File: config.mk
export PLATFORM = sky130hd
export DESIGN_NAME = mcs_main_ctrl
export DESIGN_NICKNAME = d
export VERILOG_FILES = /design/src/shared/mcs_pkg.sv /design/src/hw/mcs_spi_slave.sv /design/src/hw/mcs_main_ctrl.sv
export SDC_FILE = /design/constraint.sdc
export NUM_CORES = 1
export LEC_CHECK = 0
export CORE_MARGIN = 10
export CORE_UTILIZATION = 67
export CTS_BUF_LIST = sky130_fd_sc_hd__clkbuf_8 sky130_fd_sc_hd__clkbuf_16
export DETAILED_ROUTE_END_ITERATION = 6
export DONT_BUFFER_PORTS = 1
export GPL_TIMING_DRIVEN = 0
export MAX_ROUTING_LAYER = met4
export PLACE_DENSITY_LB_ADDON = 0.3
export SYNTH_ARGS = -nofsm -noshare
export SYNTH_HDL_FRONTEND = slang
export SYNTH_SLANG_ARGS = --single-unit
File: constraint.sdc
create_clock -name i_clk -period 3.1 [get_ports i_clk]
set_input_delay 0.31 -clock i_clk [delete_from_list [all_inputs] [get_ports i_clk]]
set_output_delay 0.31 -clock i_clk [all_outputs]
set_load 0.01 [all_outputs]
File: src/shared/mcs_pkg.sv
package mcs_pkg;
    localparam int          STATE_W        = 4;
    localparam int          MODE_W         = 4;
    localparam int          ADDR_W         = 24;
    localparam int          DATA_W         = 32;
    localparam int          CMD_W          = 8;
    localparam int          BIT_CNT_W      = 7;
    // serial frame: command byte, 24-bit address, 32-bit data, msb first
    localparam logic [6:0]  CMD_LAST_BIT   = 7'h07;
    localparam logic [6:0]  ADDR_LAST_BIT  = 7'h1F;
    localparam logic [6:0]  DATA_LAST_BIT  = 7'h3F;
    localparam logic [7:0]  CMD_WRITE      = 8'h02;
    localparam logic [7:0]  CMD_READ       = 8'h03;
    localparam logic [23:0] OPMODE_ADDR    = 24'h010604;
    localparam logic [3:0]  OPMODE_RESET   = 4'h0;
    localparam int          RD_MODE_LSB    = 0;
    localparam int          RD_STATE_LSB   = 8;
    localparam logic [3:0]  MODE_STANDBY   = 4'h0;
    localparam logic [3:0]  MODE_BRIDGE    = 4'h1;
    localparam logic [3:0]  MODE_BRIDGE_ALT = 4'h2;
    localparam logic [3:0]  MODE_SYMCIP    = 4'h3;
    localparam logic [3:0]  MODE_KEY_LOAD  = 4'h4;
    localparam logic [3:0]  MODE_RANDOM    = 4'h5;
    localparam logic [3:0]  MODE_EEPROM    = 4'h6;
    localparam logic [3:0]  MODE_HASH      = 4'h7;
    localparam logic [3:0]  MODE_PUF       = 4'h8;
    localparam logic [3:0]  MODE_ERASE     = 4'h9;
    localparam logic [3:0]  MODE_SLEEP     = 4'hA;
    localparam logic [3:0]  NUM_STATES     = 4'hE;

    typedef enum logic [STATE_W-1:0] {
        ST_MAIN_IDLE,
        ST_POWER_ON_LOAD,
        ST_RESET_FLAG_CHECK,
        ST_MAIN_STANDBY,
        ST_PROCESSOR_BRIDGE,
        ST_PROCESSOR_BRIDGE_ALT,
        ST_SYMMETRIC_CIPHER,
        ST_KEY_LOAD,
        ST_RANDOM_GEN,
        ST_EEPROM_ACCESS,
        ST_HASH_AUTH,
        ST_PUF_READ,
        ST_EEPROM_ERASE,
        ST_SLEEP_ENTRY
    } mcs_state_t;
endpackage

File: src/hw/mcs_spi_slave.sv
`timescale 1ns/100ps
module mcs_spi_slave (
    input  wire logic                       i_clk,
    input  wire logic                       i_reset_n,
    input  wire logic                       i_sck,
    input  wire logic                       i_cs_n,
    input  wire logic                       i_mosi,
    input  wire logic [mcs_pkg::DATA_W-1:0] i_rdata,
    output logic                            o_miso,
    output logic                            o_miso_oe,
    output logic                            o_wr_stb,
    output logic [mcs_pkg::ADDR_W-1:0]      o_addr,
    output logic [mcs_pkg::DATA_W-1:0]      o_wdata
);
    import mcs_pkg::*;

    logic [2:0]           sync1_reg, sync2_reg;
    logic                 sck_last_reg;
    logic [BIT_CNT_W-1:0] cnt_reg, cnt_next;
    logic [DATA_W-1:0]    shin_reg, shin_next, shout_reg, shout_next;
    logic [CMD_W-1:0]     cmd_reg, cmd_next;
    logic [ADDR_W-1:0]    addr_reg, addr_next;
    logic [DATA_W-1:0]    wdata_reg, wdata_next;
    logic                 load_reg, load_next, wr_reg, wr_next;
    logic                 miso_reg, miso_next, oe_reg, oe_next;
    logic                 sck, cs_n, mosi, rise, fall;

    // pins are asynchronous to i_clk; sck must stay below a quarter of i_clk
    always_ff @(posedge i_clk or negedge i_reset_n) begin
        if (!i_reset_n) begin
            sync1_reg    <= 3'h1;
            sync2_reg    <= 3'h1;
            sck_last_reg <= 1'b0;
        end else begin
            sync1_reg    <= {i_mosi, i_sck, i_cs_n};
            sync2_reg    <= sync1_reg;
            sck_last_reg <= sync2_reg[1];
        end
    end

    assign cs_n = sync2_reg[0];
    assign sck  = sync2_reg[1];
    assign mosi = sync2_reg[2];
    assign rise = sck && !sck_last_reg;
    assign fall = !sck && sck_last_reg;

    always_comb begin
        cnt_next   = cnt_reg;
        shin_next  = shin_reg;
        shout_next = shout_reg;
        cmd_next   = cmd_reg;
        addr_next  = addr_reg;
        wdata_next = wdata_reg;
        load_next  = 1'b0;
        wr_next    = 1'b0;
        miso_next  = miso_reg;
        oe_next    = oe_reg;
        if (cs_n) begin
            cnt_next = '0;
            oe_next  = 1'b0;
        end else begin
            if (load_reg) begin
                shout_next = i_rdata;
            end
            if (rise) begin
                shin_next = {shin_reg[DATA_W-2:0], mosi};
                cnt_next  = cnt_reg + 7'h01;
                if (cnt_reg == CMD_LAST_BIT) begin
                    cmd_next = {shin_reg[CMD_W-2:0], mosi};
                end
                if (cnt_reg == ADDR_LAST_BIT) begin
                    addr_next = {shin_reg[ADDR_W-2:0], mosi};
                    load_next = 1'b1;
                end
                if (cnt_reg == DATA_LAST_BIT && cmd_reg == CMD_WRITE) begin
                    wdata_next = {shin_reg[DATA_W-2:0], mosi};
                    wr_next    = 1'b1;
                end
            end
            // mode 0: data changes on the falling edge, ahead of the next rise
            if (fall && cmd_reg == CMD_READ && cnt_reg > ADDR_LAST_BIT && cnt_reg <= DATA_LAST_BIT) begin
                miso_next  = shout_reg[DATA_W-1];
                shout_next = {shout_reg[DATA_W-2:0], 1'b0};
                oe_next    = 1'b1;
            end
        end
    end

    always_ff @(posedge i_clk or negedge i_reset_n) begin
        if (!i_reset_n) begin
            cnt_reg   <= '0;
            shin_reg  <= '0;
            shout_reg <= '0;
            cmd_reg   <= '0;
            addr_reg  <= '0;
            wdata_reg <= '0;
            load_reg  <= 1'b0;
            wr_reg    <= 1'b0;
            miso_reg  <= 1'b0;
            oe_reg    <= 1'b0;
        end else begin
            cnt_reg   <= cnt_next;
            shin_reg  <= shin_next;
            shout_reg <= shout_next;
            cmd_reg   <= cmd_next;
            addr_reg  <= addr_next;
            wdata_reg <= wdata_next;
            load_reg  <= load_next;
            wr_reg    <= wr_next;
            miso_reg  <= miso_next;
            oe_reg    <= oe_next;
        end
    end

    assign o_miso    = miso_reg;
    assign o_miso_oe = oe_reg;
    assign o_wr_stb  = wr_reg;
    assign o_addr    = addr_reg;
    assign o_wdata   = wdata_reg;
endmodule

File: src/hw/mcs_main_ctrl.sv
// What this block does
// - The controller runs one main state machine of fourteen states, each doing its own job.
// - After power-up or wake-up it walks from idle to standby by itself with no command.
// - On the way it passes a power-on load state that fetches the initial values, entered automatically.
// - A user setting lets it skip the reset-flag check state and go straight on.
// - When a function finishes the machine normally returns to standby.
// - Only an operating-mode write over the serial link selects the processor bridge state.
// - Only an operating-mode write over the serial link selects the symmetric cipher state.
// - Symmetric cipher work is enabled only while in the symmetric cipher state.
// - Sleep turns the internal oscillator off, halting the controller until wake-up.
// - Control accesses arrive over the slave serial link of the cipher section.
`timescale 1ns/100ps
module mcs_main_ctrl (
    input  wire logic                        i_clk,
    input  wire logic                        i_reset_n,
    input  wire logic                        i_sck,
    input  wire logic                        i_cs_n,
    input  wire logic                        i_mosi,
    input  wire logic                        i_rsflag_check_skip,
    input  wire logic                        i_pon_load_done,
    input  wire logic                        i_rsflag_check_done,
    input  wire logic                        i_func_done,
    output logic                             o_miso,
    output logic                             o_miso_oe,
    output logic [mcs_pkg::STATE_W-1:0]      o_main_state,
    output logic                             o_symcip_en,
    output logic                             o_bridge_sel,
    output logic                             o_bridge_alt_sel,
    output logic                             o_pon_load_req,
    output logic                             o_rsflag_check_req,
    output logic                             o_func_active,
    output logic                             o_osc_en
);
    import mcs_pkg::*;

    logic                skip_s1_reg, skip_s2_reg;
    logic                spi_wr;
    logic [ADDR_W-1:0]   spi_addr;
    logic [DATA_W-1:0]   spi_wdata, rdata;
    logic                opmode_wr;
    logic [MODE_W-1:0]   wr_code;
    mcs_state_t          state_reg, state_next;
    logic [MODE_W-1:0]   mode_reg, mode_next;
    logic                symcip_reg, bridge_reg, bridge_alt_reg, pon_reg, chk_reg, func_reg, osc_reg;

    mcs_spi_slave u_link (
        .i_clk     (i_clk),
        .i_reset_n (i_reset_n),
        .i_sck     (i_sck),
        .i_cs_n    (i_cs_n),
        .i_mosi    (i_mosi),
        .i_rdata   (rdata),
        .o_miso    (o_miso),
        .o_miso_oe (o_miso_oe),
        .o_wr_stb  (spi_wr),
        .o_addr    (spi_addr),
        .o_wdata   (spi_wdata)
    );

    // skip strap comes from a pin
    always_ff @(posedge i_clk or negedge i_reset_n) begin
        if (!i_reset_n) begin
            skip_s1_reg <= 1'b0;
            skip_s2_reg <= 1'b0;
        end else begin
            skip_s1_reg <= i_rsflag_check_skip;
            skip_s2_reg <= skip_s1_reg;
        end
    end

    assign opmode_wr = spi_wr && (spi_addr == OPMODE_ADDR);
    assign wr_code   = spi_wdata[MODE_W-1:0];

    // unmapped addresses read zero; state shown beside the stored mode
    always_comb begin
        rdata = '0;
        if (spi_addr == OPMODE_ADDR) begin
            rdata[RD_MODE_LSB +: MODE_W]   = mode_reg;
            rdata[RD_STATE_LSB +: STATE_W] = state_reg;
        end
    end

    function automatic mcs_state_t mode_to_state(input logic [MODE_W-1:0] code);
        unique case (code)
            MODE_BRIDGE:     mode_to_state = ST_PROCESSOR_BRIDGE;
            MODE_BRIDGE_ALT: mode_to_state = ST_PROCESSOR_BRIDGE_ALT;
            MODE_SYMCIP:     mode_to_state = ST_SYMMETRIC_CIPHER;
            MODE_KEY_LOAD:   mode_to_state = ST_KEY_LOAD;
            MODE_RANDOM:     mode_to_state = ST_RANDOM_GEN;
            MODE_EEPROM:     mode_to_state = ST_EEPROM_ACCESS;
            MODE_HASH:       mode_to_state = ST_HASH_AUTH;
            MODE_PUF:        mode_to_state = ST_PUF_READ;
            MODE_ERASE:      mode_to_state = ST_EEPROM_ERASE;
            MODE_SLEEP:      mode_to_state = ST_SLEEP_ENTRY;
            default:         mode_to_state = ST_MAIN_STANDBY;
        endcase
    endfunction

    always_comb begin
        state_next = state_reg;
        mode_next  = mode_reg;
        if (opmode_wr) begin
            mode_next = wr_code;
        end
        unique case (state_reg)
            ST_MAIN_IDLE: begin
                state_next = ST_POWER_ON_LOAD;
            end
            ST_POWER_ON_LOAD: begin
                if (i_pon_load_done) begin
                    state_next = skip_s2_reg ? ST_MAIN_STANDBY : ST_RESET_FLAG_CHECK;
                end
            end
            ST_RESET_FLAG_CHECK: begin
                if (i_rsflag_check_done) begin
                    state_next = ST_MAIN_STANDBY;
                end
            end
            ST_MAIN_STANDBY: begin
                // hardware never picks bridge or cipher itself
                if (opmode_wr) begin
                    state_next = mode_to_state(wr_code);
                end
            end
            ST_PROCESSOR_BRIDGE, ST_PROCESSOR_BRIDGE_ALT, ST_SYMMETRIC_CIPHER: begin
                if (opmode_wr && wr_code == MODE_STANDBY) begin
                    state_next = ST_MAIN_STANDBY;
                end
            end
            ST_SLEEP_ENTRY: begin
                // clock stops once the oscillator is off; wake-up comes through reset
                state_next = ST_SLEEP_ENTRY;
            end
            default: begin
                if (i_func_done || (opmode_wr && wr_code == MODE_STANDBY)) begin
                    state_next = ST_MAIN_STANDBY;
                end
            end
        endcase
    end

    always_ff @(posedge i_clk or negedge i_reset_n) begin
        if (!i_reset_n) begin
            state_reg      <= ST_MAIN_IDLE;
            mode_reg       <= OPMODE_RESET;
            symcip_reg     <= 1'b0;
            bridge_reg     <= 1'b0;
            bridge_alt_reg <= 1'b0;
            pon_reg        <= 1'b0;
            chk_reg        <= 1'b0;
            func_reg       <= 1'b0;
            osc_reg        <= 1'b1;
        end else begin
            state_reg      <= state_next;
            mode_reg       <= mode_next;
            symcip_reg     <= (state_next == ST_SYMMETRIC_CIPHER);
            bridge_reg     <= (state_next == ST_PROCESSOR_BRIDGE);
            bridge_alt_reg <= (state_next == ST_PROCESSOR_BRIDGE_ALT);
            pon_reg        <= (state_next == ST_POWER_ON_LOAD);
            chk_reg        <= (state_next == ST_RESET_FLAG_CHECK);
            func_reg       <= (state_next >= ST_KEY_LOAD) && (state_next <= ST_EEPROM_ERASE);
            osc_reg        <= (state_next != ST_SLEEP_ENTRY);
        end
    end

    assign o_main_state       = state_reg;
    assign o_symcip_en        = symcip_reg;
    assign o_bridge_sel       = bridge_reg;
    assign o_bridge_alt_sel   = bridge_alt_reg;
    assign o_pon_load_req     = pon_reg;
    assign o_rsflag_check_req = chk_reg;
    assign o_func_active      = func_reg;
    assign o_osc_en           = osc_reg;

    a_state_in_range: assert property (@(posedge i_clk) disable iff (!i_reset_n)
        o_main_state < NUM_STATES) else $error("main state out of range");
    a_idle_to_load: assert property (@(posedge i_clk) disable iff (!i_reset_n)
        state_reg == ST_MAIN_IDLE |=> state_reg == ST_POWER_ON_LOAD ##0 o_pon_load_req)
        else $error("idle did not start power-on load");
    a_load_to_check: assert property (@(posedge i_clk) disable iff (!i_reset_n)
        state_reg == ST_POWER_ON_LOAD && i_pon_load_done && !skip_s2_reg |=> o_rsflag_check_req)
        else $error("power-on load did not reach flag check");
    a_check_skipped: assert property (@(posedge i_clk) disable iff (!i_reset_n)
        state_reg == ST_POWER_ON_LOAD && i_pon_load_done && skip_s2_reg |=> state_reg == ST_MAIN_STANDBY)
        else $error("flag check skip ignored");
    a_func_returns: assert property (@(posedge i_clk) disable iff (!i_reset_n)
        o_func_active && i_func_done |=> state_reg == ST_MAIN_STANDBY && !o_func_active)
        else $error("function did not return to standby");
    a_bridge_by_write: assert property (@(posedge i_clk) disable iff (!i_reset_n)
        !o_bridge_sel ##1 o_bridge_sel |-> $past(opmode_wr) && $past(wr_code) == MODE_BRIDGE)
        else $error("bridge entered without mode write");
    a_symcip_by_write: assert property (@(posedge i_clk) disable iff (!i_reset_n)
        $rose(state_reg == ST_SYMMETRIC_CIPHER) |-> $past(opmode_wr) && $past(wr_code) == MODE_SYMCIP)
        else $error("cipher state entered without mode write");
    a_symcip_gate: assert property (@(posedge i_clk) disable iff (!i_reset_n)
        o_symcip_en == (state_reg == ST_SYMMETRIC_CIPHER)) else $error("cipher enable outside its state");
    a_sleep_osc_off: assert property (@(posedge i_clk) disable iff (!i_reset_n)
        state_reg == ST_SLEEP_ENTRY |-> !o_osc_en) else $error("oscillator left on in sleep");
    a_mode_stored: assert property (@(posedge i_clk) disable iff (!i_reset_n)
        opmode_wr |=> mode_reg == $past(wr_code)) else $error("mode write not stored");
    a_standby_select: assert property (@(posedge i_clk) disable iff (!i_reset_n)
        state_reg == ST_MAIN_STANDBY && opmode_wr && wr_code == MODE_SYMCIP |=> o_symcip_en)
        else $error("standby ignored cipher selection");

    c_init_done: cover property (@(posedge i_clk) disable iff (!i_reset_n)
        state_reg == ST_RESET_FLAG_CHECK ##1 state_reg == ST_MAIN_STANDBY);
    c_symcip_round: cover property (@(posedge i_clk) disable iff (!i_reset_n)
        o_symcip_en ##[1:1000] state_reg == ST_MAIN_STANDBY);
    c_bridge: cover property (@(posedge i_clk) disable iff (!i_reset_n) o_bridge_sel);
    c_sleep: cover property (@(posedge i_clk) disable iff (!i_reset_n) !o_osc_en);
endmodule

==> results, run 1 <==
- The total clock buffers created by CTS is 17.
- The static leakage is 2.80 nW.
- The initial antenna violation count was 0.
- Of all flip-flops after synthesis, the portion carrying an async set or reset was 1.00.
- The worst voltage drop across the vdd grid is ~0.00040 V.
- The routed via count is 3342.
- From left edge to right edge, the die measures 108 um.
- Leaving out fill and tap cells, the most frequent cell in the layout is sky130_fd_sc_hd__dfrtp_1.
- The area inside the core boundary is 7370 um2.
- The required time reported for the critical path endpoint is about 3.5 ns.
- The worst setup margin is about 0.48 ns.
- The number of violations reported at the end of detailed-routing iteration 0 is 330.
- The tool flagged a number of max-cap violations equal to 0.
- The TritonCTS clock tree is done.
- The worst path in the final design needs a cycle of ~2.6 ns, including I/O delays and setup.
- The critical path in this run is classified as reg2reg.
- The unique cell type count in the Yosys netlist is 50.
- The timing-limited maximum frequency is ~0.38 GHz.
- Once the clock tree was built, the resizer swapped 0 gates to a different size.
- The library cells used most frequently in the layout, excluding fill and tap cells, are sky130_fd_sc_hd__dfrtp_1, sky130_fd_sc_hd__mux2_2, sky130_fd_sc_hd__nand2_1.
- The routability congestion estimate from global placement is ~0.85.
- The H-tree was split into 4 levels.
- For this run, the total global-route usage over all layers was measured as 0.207.
- The run finished, with violations left.
- The worst hold margin is -0.517 ns.
- During placement, the flow inserted port buffers numbering 0.
- Of the cells placed in the final design, the portion with a size suffix greater than 1 is 0.288.
- No sink is reached through more buffers than the 2 on the longest clock path.
- Post-CTS timing repair inserted 0 buffers for setup.
- Synthesis handed over a netlist of ~400 instances.
- The commonest register cell after synthesis is sky130_fd_sc_hd__dfrtp_1.
- At the pin with the least slew margin, the transition time is between 0.6 and 0.7 ns.
- Clock tree synthesis selected as its root buffer the cell sky130_fd_sc_hd__clkbuf_8.
- The worst setup skew after layout is 0.00910 ns.
- The class of the worst hold path is in2async.
- The antenna violation net count after detailed routing is 0.
- The overall die area is about 12000 um2.
- The worst setup path is captured at a register.
- Setup repair after global routing left no endpoint under its margin.
- Before CTS, the worst setup slack after placement is between 0.7 and 0.8 ns.
- In this run the cell area of the synthesized design comes to ~5200 um2.
- The number of sinks driven by the clock tree is 126.
- The number of top-level design ports is 22.
- The synthesized design contains roughly 130 register bits.
- The global-route wire length before repair is 18500 um.
- The top fanout value on the critical path is 5.
- The die span in y is roughly 110 um.
- The cell area reported after detailed placement is 5300 um2.
- The area growth from synthesis to layout is 15.1%.
- The number of flops mapped to enable cells by yosys is 0.
- The net count after synthesis is slightly above 400.
- Clock latency on the worst-skew pair, taken at its later pin, is 0.52 ns.
- In the routed design, unresolved DRC markers number 0.
- The row count is 31.
- The checks that failed: negative hold slack.
- After detailed routing, the average wire length per cell comes to 20.6 um.
- The startpoint type of the worst setup path is a register.
- The final count of negative-setup-slack endpoints is 0.
- The relative max-transition margin is 0.571.
- The number of global-route vias before repair is ~3600.
- The max-slew violation count was 0.
- Using the TritonRoute via totals, the vias-per-cell ratio works out to 6.31.
- Data arrives at the worst endpoint at approximately 3.0 ns.
- The effective utilization at floorplan is 0.702.
- Overall power consumption after layout is estimated at 0.00417 W.
- The number of antenna diodes in the final layout is 0.
- During synthesis, Yosys emitted a total of 0 warnings.
- The post-synthesis sequential area ratio is 0.610.
- The final hold violation count is ~130.
- The largest net degree at the start of global routing is about 130.
- The synthesized area per cell is between 10 and 15 um2.
- The routed wire length is between 10000 and 15000 um.
- After routing, the total negative slack on setup checks comes to 0 ns.
- The net count of the finished layout is between 400 and 500.
- The number of flip-flops under the largest register name is 32.
- The clock-pin slew of the registers on the worst-case setup and hold paths is about 0.060 ns.
- The number of iterations in the first detailed-routing pass is 5.
- The final worst-path cycle share is 0.845.
- The wire-length estimate of the detail-placed layout is 6190 um.
- The final global-route overflow total is 0.
- Hold repair after CTS inserted 4 buffers.
- The power density over cell area is roughly 700 nW/um2.
- The final instance area is between 5000 and 6000 um2.
## stage by stage
stage                     instances   util
after CTS                       530  0.808
after global placement          494  0.719
after detailed placement        494  0.719
final                           530  0.808
after global routing            530  0.808
after floorplan                 395      -
## Yosys cell counts, types with 2 or more instances
master                     instances  share of area
sky130_fd_sc_hd__dfrtp_1         123           0.60
sky130_fd_sc_hd__mux2_2           61           0.13
sky130_fd_sc_hd__nand2_1          34          0.025
sky130_fd_sc_hd__a22o_1           25          0.042
sky130_fd_sc_hd__nor2_1           23          0.017
sky130_fd_sc_hd__a21oi_1          13          0.013
sky130_fd_sc_hd__clkbuf_1          9         0.0065
sky130_fd_sc_hd__buf_2             8         0.0077
sky130_fd_sc_hd__o21ai_0           8         0.0077
sky130_fd_sc_hd__o21ai_1           8         0.0077
sky130_fd_sc_hd__inv_1             7         0.0051
sky130_fd_sc_hd__nand2b_1          7         0.0085
sky130_fd_sc_hd__ha_1              5          0.012
sky130_fd_sc_hd__nand3_1           5         0.0048
sky130_fd_sc_hd__nor4_1            5         0.0060
sky130_fd_sc_hd__nor4_2            4         0.0097
sky130_fd_sc_hd__dfstp_2           3          0.015
sky130_fd_sc_hd__nor2b_1           3         0.0036
sky130_fd_sc_hd__nor3_4            3         0.0094
sky130_fd_sc_hd__or3_1             3         0.0036
sky130_fd_sc_hd__xnor2_1           3         0.0051
sky130_fd_sc_hd__inv_2             2         0.0015
sky130_fd_sc_hd__nor3_1            2         0.0019
sky130_fd_sc_hd__nor4b_1           2         0.0034
sky130_fd_sc_hd__nor4b_2           2         0.0058
sky130_fd_sc_hd__o32ai_1           2         0.0034
sky130_fd_sc_hd__xor2_1            2         0.0034
## cells by family (layout without fill, tap and decap cells)
family,count (synthesis),count (layout),synth area share
buf+inv,26,62,0.0208
flops,126,126,0.610
compound gates,71,71,0.100
fa+ha+maj,5,5,0.0121
xor+xnor,5,5,0.00847
mux,61,61,0.133
simple gates,101,101,0.115
## power breakdown
group / switching (W) / total (W) / internal (W)
Sequential: 0.0000890 / 0.00182 / 0.00173
Clock: 0.000745 / 0.00207 / 0.00133
Combinational: 0.000173 / 0.000283 / 0.000110
Total: 0.00101 / 0.00417 / 0.00317
## per-layer routing
layer	global-route usage	up-vias	share of wire
li1	-	1464	-
met1	0.249	1699	0.41
met2	0.317	144	0.50
met5	-	-	0
met4	0.0821	0	0.024
met3	0.0695	35	0.065
## worst max-delay path, cell delays in order, from the launching register on
cell and delay, ns:
sky130_fd_sc_hd__dfrtp_1 0.40, sky130_fd_sc_hd__inv_1 0.17, sky130_fd_sc_hd__ha_1 0.23, sky130_fd_sc_hd__or4b_4 0.51
sky130_fd_sc_hd__nor3_4 0.23, sky130_fd_sc_hd__o21ai_1 0.13, sky130_fd_sc_hd__a22oi_2 0.27, sky130_fd_sc_hd__nand2_1 0.19
sky130_fd_sc_hd__o32ai_1 0.35
## final timing paths
path                                          start                    to  slack, ns  depth (start not counted)
worst max-delay path              u_link.o_wdata[0]         o_func_active       0.48                          8
worst min-delay path                      i_reset_n  u_link.shout_reg[20]      -0.52                          0
worst max register to register    u_link.o_wdata[0]         o_func_active       0.48                          8
worst min register to register  u_link.sync1_reg[1]   u_link.sync2_reg[1]       0.35                          0
max in group asynchronous                 i_reset_n   u_link.sync1_reg[0]       3.30                          0
min in group i_clk              i_rsflag_check_done       o_main_state[0]       0.22                          4
## area by class of cell
type | count | area, um2
plain buffers | 17 | 73.8
well taps | 99 | 124
clock buffers | 18 | 428
multi-input cells | 243 | 1910
fillers | 361 | 1420
flip-flops and latches | 126 | 3160
clock inverters | 14 | 191
inverters | 9 | 33.8
repair buffers | 4 | 40.0
Power figures use the tool's default switching activity.
==> inputs of run 2 (changes only) <==
- CORE_UTILIZATION: 67 -> 63
- clock period: 3.1 -> 2.5 ns (I/O delays scaled with it)
==> results, run 2 (synthesis results as in run 1) <==
- The class of the worst hold path is in2async.
- The worst setup skew after layout is 0.00634 ns (-0.00276 ns).
- The number of cells on the critical path is 6 (-2).
- The critical path starts at u_link.sck_last_reg.
- The startpoint type of the worst setup path is a register.
- The relative contribution of the clock network to total power is 0.469 (-0.028).
- The initial antenna violation count is 0 (unchanged).
- The final count of negative-setup-slack endpoints is 0 (unchanged).
- The top fanout value on the critical path is 10 (+5).
- The aggregate global-route resource usage came to 0.166 (-0.0418).
- The share of total power in sequential cells is 0.464 (+0.029).
- The max-slew violation count is 0 (unchanged).
- The diode insertion count for antenna repair is 0 (unchanged).
- The CTS H-tree depth is 4 (unchanged).
- The routed wire length is 9710 um (-11%).
- The minimum clock period after layout is 2.32 ns (-0.299 ns).
- The number of violations reported at the end of detailed-routing iteration 0 was 199 (-40%).
- The cts-stage hold buffer count was 4 (unchanged).
- The routed via count divided by cell count is 5.99 (-5.0%).
- The static leakage is 2.78 nW (-0.80%).
- Setup repair after global routing left no endpoint under its margin.
- The global-route wire length before repair came to 16400 um (-11%).
- The class of the most critical setup path is reg2reg.
- The worst voltage drop across the vdd grid came to 0.000506 V (+28%).
- The final reports fail on negative hold slack.
- Leaving out fill and tap cells, the most frequent cell in the layout is sky130_fd_sc_hd__dfrtp_1.
- The worst register-to-register path ends at u_link.o_addr[9].
- The final sum of negative setup slack is 0 ns (unchanged).
- In the layout the commonest cells are sky130_fd_sc_hd__dfrtp_1, sky130_fd_sc_hd__mux2_2, sky130_fd_sc_hd__nand2_1.
- The capturing element type of the critical path is a register.
- The quantity of I/O buffers inserted on ports is 0 (unchanged).
- The total half-perimeter wirelength after legalization and detailed placement is 5790 um (-6.4%).
- The clock-pin slew of the registers on the worst-case setup and hold paths is 0.06 ns (about the same).
- The wire length per cell is 18.1 um (-12%).
- The maximum single-stage delay on the critical path is 0.40 ns (-0.11 ns).
- The TritonCTS clock tree is done.
- The root buffer cell is sky130_fd_sc_hd__clkbuf_8.
- The final hold violation count came to 126 (unchanged).
- The flow ran to the end, but the final reports show violations.
- The number of top-level design ports is 22 (unchanged).
- The worst hold margin is -0.577 ns (-0.0604 ns).
- The largest buffer count on any clock path is 2 (unchanged).
- The minimum setup slack among reg-to-reg paths is 0.18 ns (-0.30 ns).
- The final design utilization is 0.753 (-0.0550).
- The end point of the critical path is u_link.o_addr[9].
- The number of flip-flops under the largest register name was 32 (unchanged).
- The final global-route overflow total is 0 (unchanged).
- The total clock buffers created by CTS is 17 (unchanged).
- The largest net degree at the start of global routing is 127 (unchanged).
- The routed via count is 3206 (-4.1%).
- The share of total power in combinational logic is 0.067 (about the same).
- The overall die area is 12200 um2 (+5.2%).
- The post-synthesis to final-layout area growth is 14.3%.
- The die span in y is 111 um (+2.5%).
- The share of cells above drive strength 1 is 0.291 (+0.00329).
- The relative max-transition margin came to 0.563 (-0.00777).
- The row count is 32 (+3.2%).
- The max capacitance violation total is 0 (unchanged).
- The non-filler instance count after layout is 535 (+0.94%).
- The timing-limited maximum frequency came to 0.431 GHz (+13%).
- The number of global-route vias before repair is 3354 (-6.4%).
- The largest individual stage delay along the critical path comes from the cell sky130_fd_sc_hd__dfrtp_1.
- The arrival time at the worst endpoint came to 2.72 ns (-0.29 ns).
- Walking the worst path, the cells encountered are nand2b_1 > or3_1 > clkbuf_1 > nor3_4 > buf_2 > mux2_2.
- The fraction of power spent switching nets is 0.257 (+0.0162).
- The kind of cell with the highest combined delay on the critical path is simple AND/OR/NAND/NOR gates.
- The actual slew at the worst max-slew pin was 0.652 ns (+0.0116 ns).
- The cell area reported after detailed placement came to 5300 um2 (about the same).
- The number of iterations in the first detailed-routing pass came to 5 (unchanged).
- The number of sinks driven by the clock tree is 126 (unchanged).
- The worst flop-to-flop path startpoint is u_link.sck_last_reg.
- The net switching power is 0.00125 W (+24%).
- The routability congestion estimate from global placement is 0.833 (-2.5%).
- The sum of buffers and inverters on the critical path is 2 (+1).
- The width of the chip is 111 um (+2.5%).
- The final worst-path cycle share is 0.928 (+0.0831).
- The number of nets in the finished design is 434 (+0.46%).
- The total power is 0.00486 W (+17%).
- The effective utilization at floorplan is 0.659 (-0.0427).
- The power density over cell area is 823 nW/um2 (+17%).
- The final instance area is 5910 um2 (-0.76%).
- The antenna violation net count after detailed routing came to 0 (unchanged).
- The post-route DRC violation count is 0 (unchanged).
- The insertion delay to the later sink of the worst-skew pair came to 0.52 ns (about the same).
- The required time reported for the critical path endpoint was 2.90 ns (-0.59 ns).
- The internal power summed over all cells is 0.00361 W (+14%).
- The count of cells along the worst register-to-register path is 6 (-2).
- The number of cells in the design after placement came to 497 (+0.61%).
- The area inside the core boundary came to 7850 um2 (+6.5%).
run 2: cell count changes in the layout (fill, tap and decap cells not counted), sizes merged:
cell | previous run | this run
buf | 8 | 9
bufinv | 4 | 1
inv | 12 | 16
run 2: repair_timing:
| action | CTS | global route |
|---|---|---|
| gates resized for setup | 0 | 1 |
| setup buffers | 0 | 2 |
| hold endpoints to repair | 130 | 126 |
| setup endpoints to repair | 0 | 2 |
run 2: routing by layer:
layer,wire [um],GRT usage
met4,215,0.0751
met3,429,0.0513
met1,4250,0.197
met5,0,-
met2,4810,0.253
run 2: worst min-delay path by stage:
stage,start,slack [ns],to
final,i_reset_n,-0.58,u_link.shout_reg[16]
after global placement,i_reset_n,-0.04,u_link.shout_reg[18]
after CTS,i_reset_n,-0.59,u_link.shout_reg[16]
after global routing,i_reset_n,-0.60,u_link.shout_reg[16]
after floorplan,i_reset_n,-0.05,mode_reg[0]
after detailed placement,i_reset_n,-0.04,u_link.shout_reg[16]
run 2: metrics by stage:
stage,setup WS [ns],hold WS (ns)
2_1_floorplan,0.493,-0.0456
3_3_place_gp,0.246,-0.0407
3_5_place_dp,0.217,-0.0410
4_1_cts,0.164,-0.590
5_1_grt,0.0130,-0.599
6_report,0.180,-0.577
run 2: power groups by stage:
stage | logic, W | registers (W) | clock network, W
global route | 0.000362 | 0.00227 | 0.00242
detailed placement | 0.000301 | 0.00229 | 0
floorplan | 0.000254 | 0.00225 | 0
finish | 0.000325 | 0.00226 | 0.00228
CTS | 0.000319 | 0.00226 | 0.00232
global placement | 0.000293 | 0.00228 | 0
run 2: layout make-up:
cell class | count | area, um2
Multi-Input combinational cell | 243 | 1910
Sequential cell | 126 | 3160
Fill cell | 466 | 1940
Clock buffer | 17 | 414
Timing Repair Buffer | 6 | 55.1
Inverter | 9 | 33.8
Clock inverter | 15 | 139
Tap cell | 102 | 128
Buffer | 17 | 76.3
run 2: worst register-to-register path, cell delays in order (launching register included):
cell and delay (ns):
sky130_fd_sc_hd__dfrtp_1 0.40, sky130_fd_sc_hd__nand2b_1 0.25, sky130_fd_sc_hd__or3_1 0.34, sky130_fd_sc_hd__clkbuf_1 0.18
sky130_fd_sc_hd__nor3_4 0.32, sky130_fd_sc_hd__buf_2 0.33, sky130_fd_sc_hd__mux2_2 0.38
==> inputs of run 3 (changes only) <==
- CELL_PAD_IN_SITES_DETAIL_PLACEMENT: not set -> 2
- CELL_PAD_IN_SITES_GLOBAL_PLACEMENT: not set -> 2
- CORE_UTILIZATION: 63 -> 44
==> results, run 3 (synthesis results as in run 1) <==
- The run finished, with violations left.
- The checks that failed: negative hold slack.
- The row count is 39 (+22%).
- The share of total power in sequential cells is 0.441 (-0.023).
- The routability congestion estimate from global placement is 0.738 (-11%).
- The class of the most critical setup path is reg2reg.
- The worst voltage drop across the vdd grid came to 0.000671 V (+33%).
- The share of cells above drive strength 1 came to 0.314 (+0.0226).
- The die span in y came to 128 um (+16%).
- The slowest stage cell on the critical path is sky130_fd_sc_hd__or4b_4.
- The area growth from synthesis to layout is 17.9%.
- The final count of negative-setup-slack endpoints was 0 (unchanged).
- The clock-pin slew of the registers on the worst-case setup and hold paths is 0.06 ns (about the same).
- The max-slew violation count is 0 (unchanged).
- The routed wire length is 12600 um (+30%).
- The met1 layer wirelength in the final routing came to 5290 um (+24%).
- The sum of buffers and inverters on the critical path is 2 (unchanged).
- The most common library cell in the layout ignoring fill and taps is sky130_fd_sc_hd__dfrtp_1.
- The minimum clock period after layout is 2.44 ns (+0.115 ns).
- The TritonCTS clock tree is done.
- The final hold violation count is 126 (unchanged).
- The area inside the core boundary came to 11500 um2 (+46%).
- The diode insertion count for antenna repair is 0 (unchanged).
- The routed via count is 3255 (+1.5%).
- The detailed-routed wire length on met2 is 6630 um (+38%).
- The library cells used most frequently in the layout, excluding fill and tap cells, are sky130_fd_sc_hd__dfrtp_1, sky130_fd_sc_hd__mux2_2, sky130_fd_sc_hd__nand2_1.
- The timing-limited maximum frequency came to 0.411 GHz (-4.7%).
- The top fanout value on the critical path came to 5 (-5).
- The effective utilization at floorplan is 0.451 (-0.208).
- The number of sinks driven by the clock tree is 126 (unchanged).
- The fraction of power spent switching nets is 0.243 (-0.0149).
- The total half-perimeter wirelength after legalization and detailed placement is 7530 um (+30%).
- The internal power summed over all cells is 0.00388 W (+7.5%).
- The global-route wire length before repair was 20200 um (+23%).
- The CTS H-tree depth is 4 (unchanged).
- The antenna violation net count after detailed routing is 0 (unchanged).
- The static leakage is 2.85 nW (+2.7%).
- The startpoint type of the worst setup path is a register.
- The power density over cell area was 841 nW/um2 (+2.2%).
- The overall die area was 16500 um2 (+35%).
- The total clock buffers created by CTS is 17 (unchanged).
- The final design utilization is 0.532 (-0.221).
- The max capacitance violation total was 0 (unchanged).
- The relative max-transition margin is 0.546 (-0.0163).
- The worst hold margin is -0.477 ns (+0.0998 ns).
- The number of global-route vias before repair came to 3653 (+8.9%).
- The number of nets in the finished design was 441 (+1.6%).
- The wire length per cell was 21.6 um (+19%).
- The highest routed metal layer is met4.
- The share of total power in combinational logic is 0.068 (about the same).
- The width of the chip came to 128 um (+16%).
- The number of top-level design ports came to 22 (unchanged).
- The insertion delay to the later sink of the worst-skew pair is 0.43 ns (-0.09 ns).
- The final worst-path cycle share is 0.974 (+0.0461).
- Walking the worst path, the cells encountered are inv_2 > ha_2 > or4b_4 > nor3_4 > buf_4 > o32ai_1 > a22o_1 > nand2b_1 > nor2_1.
- In this design, the largest share of critical-path delay is due to simple AND/OR/NAND/NOR gates.
- The actual slew at the worst max-slew pin is 0.680 ns (+0.0280 ns).
- The min-delay analysis places its worst path in the category in2async.
- The number of violations reported at the end of detailed-routing iteration 0 was 157 (-21%).
- The worst setup skew after layout is 0.00847 ns (+0.00213 ns).
- The aggregate global-route resource usage was 0.164 (-0.00150).
- The final global-route overflow total came to 0 (unchanged).
- The met3 layer wire length in the routed design is 369 um (-14%).
- The number of iterations in the first detailed-routing pass came to 4 (-1).
- The maximum single-stage delay on the critical path is 0.49 ns (+0.09 ns).
- The initial antenna violation count is 0 (unchanged).
- The cts-stage hold buffer count is 4 (unchanged).
- The largest buffer count on any clock path is 2 (unchanged).
- The net switching power is 0.00124 W (-0.69%).
- The arrival time at the worst endpoint is 2.78 ns (+0.06 ns).
- The routed via count divided by cell count is 5.58 (-6.8%).
- The required time reported for the critical path endpoint is 2.84 ns (-0.06 ns).
- The largest net degree at the start of global routing is 127 (unchanged).
- The capturing element type of the critical path is a register.
- The post-route DRC violation count was 0 (unchanged).
- In this run the clock root is driven by a sky130_fd_sc_hd__clkbuf_16.
- The relative contribution of the clock network to total power is 0.491 (+0.022).
- The number of flip-flops under the largest register name came to 32 (unchanged).
- The quantity of I/O buffers inserted on ports was 0 (unchanged).
==> run 3: cell types whose count changed in the layout (fill, tap and decap cells not counted), sizes merged <==
| cell | delta |
|---|---|
| inv | -5 |
| bufinv | +2 |
| clkinv | +3 |
| clkbuf | +3 |
| clkinvlp | -2 |
| buf | +6 |
==> run 3: repair_timing <==
action                                  4_1_cts  5_1_grt
pin swaps                                     0        4
resized for setup                             1       10
endpoints found under the setup margin        1       64
buffers inserted                              0        9
cloned                                        0        0
hold endpoints to repair                    130      126
==> run 3: metrics by stage <==
step / instance area [um2] / TNS, ns / worst slack (ns) / power, W / instances
final: 6100 / 0 / 0.0646 / 0.00513 / 583
after global routing: 6100 / -0.215 / -0.107 / 0.00533 / 583
after CTS: 5990 / 0 / 0.0787 / 0.00517 / 574
after detailed placement: 5350 / 0 / 0.0843 / 0.00262 / 538
after global placement: 5350 / 0 / 0.186 / 0.00259 / 538
after floorplan: 5170 / 0 / 0.493 / 0.00250 / 395
==> run 3: final cells by class <==
class,instances,area (um2)
plain buffers,17,78.8
clock buffers,19,453
clock inverters,13,148
fillers,1061,5370
inverters,9,33.8
multi-input cells,243,1940
flip-flops and latches,126,3160
well taps,143,179
repair buffers,13,108
==> run 3: final timing paths <==
kind | slack, ns | start | depth (start not counted) | endpoint
min in group i_clk | 0.27 | i_rsflag_check_done | 4 | o_main_state[0]
setup / recovery | 0.06 | u_link.o_wdata[0] | 9 | o_rsflag_check_req
hold / removal | -0.48 | i_reset_n | 0 | u_link.shout_reg[17]
max in group asynchronous | 2.73 | i_reset_n | 0 | o_osc_en
hold reg to reg | 0.35 | u_link.sync1_reg[1] | 0 | u_link.sync2_reg[1]
setup reg to reg | 0.06 | u_link.o_wdata[0] | 9 | o_rsflag_check_req
==> run 3: power groups by stage <==
stage	Combinational (W)	Clock (W)	Sequential, W
detailed placement	0.000321	0	0.00230
global placement	0.000305	0	0.00229
CTS	0.000338	0.00257	0.00226
floorplan	0.000254	0	0.00225
finish	0.000348	0.00252	0.00226
global route	0.000381	0.00267	0.00228
==> run 3: layer usage <==
metal  up-vias  GRT usage
li1       1481          -
met1      1713      0.185
met2        39      0.269
met3        22     0.0497
met4         0     0.0636
met5         -          -
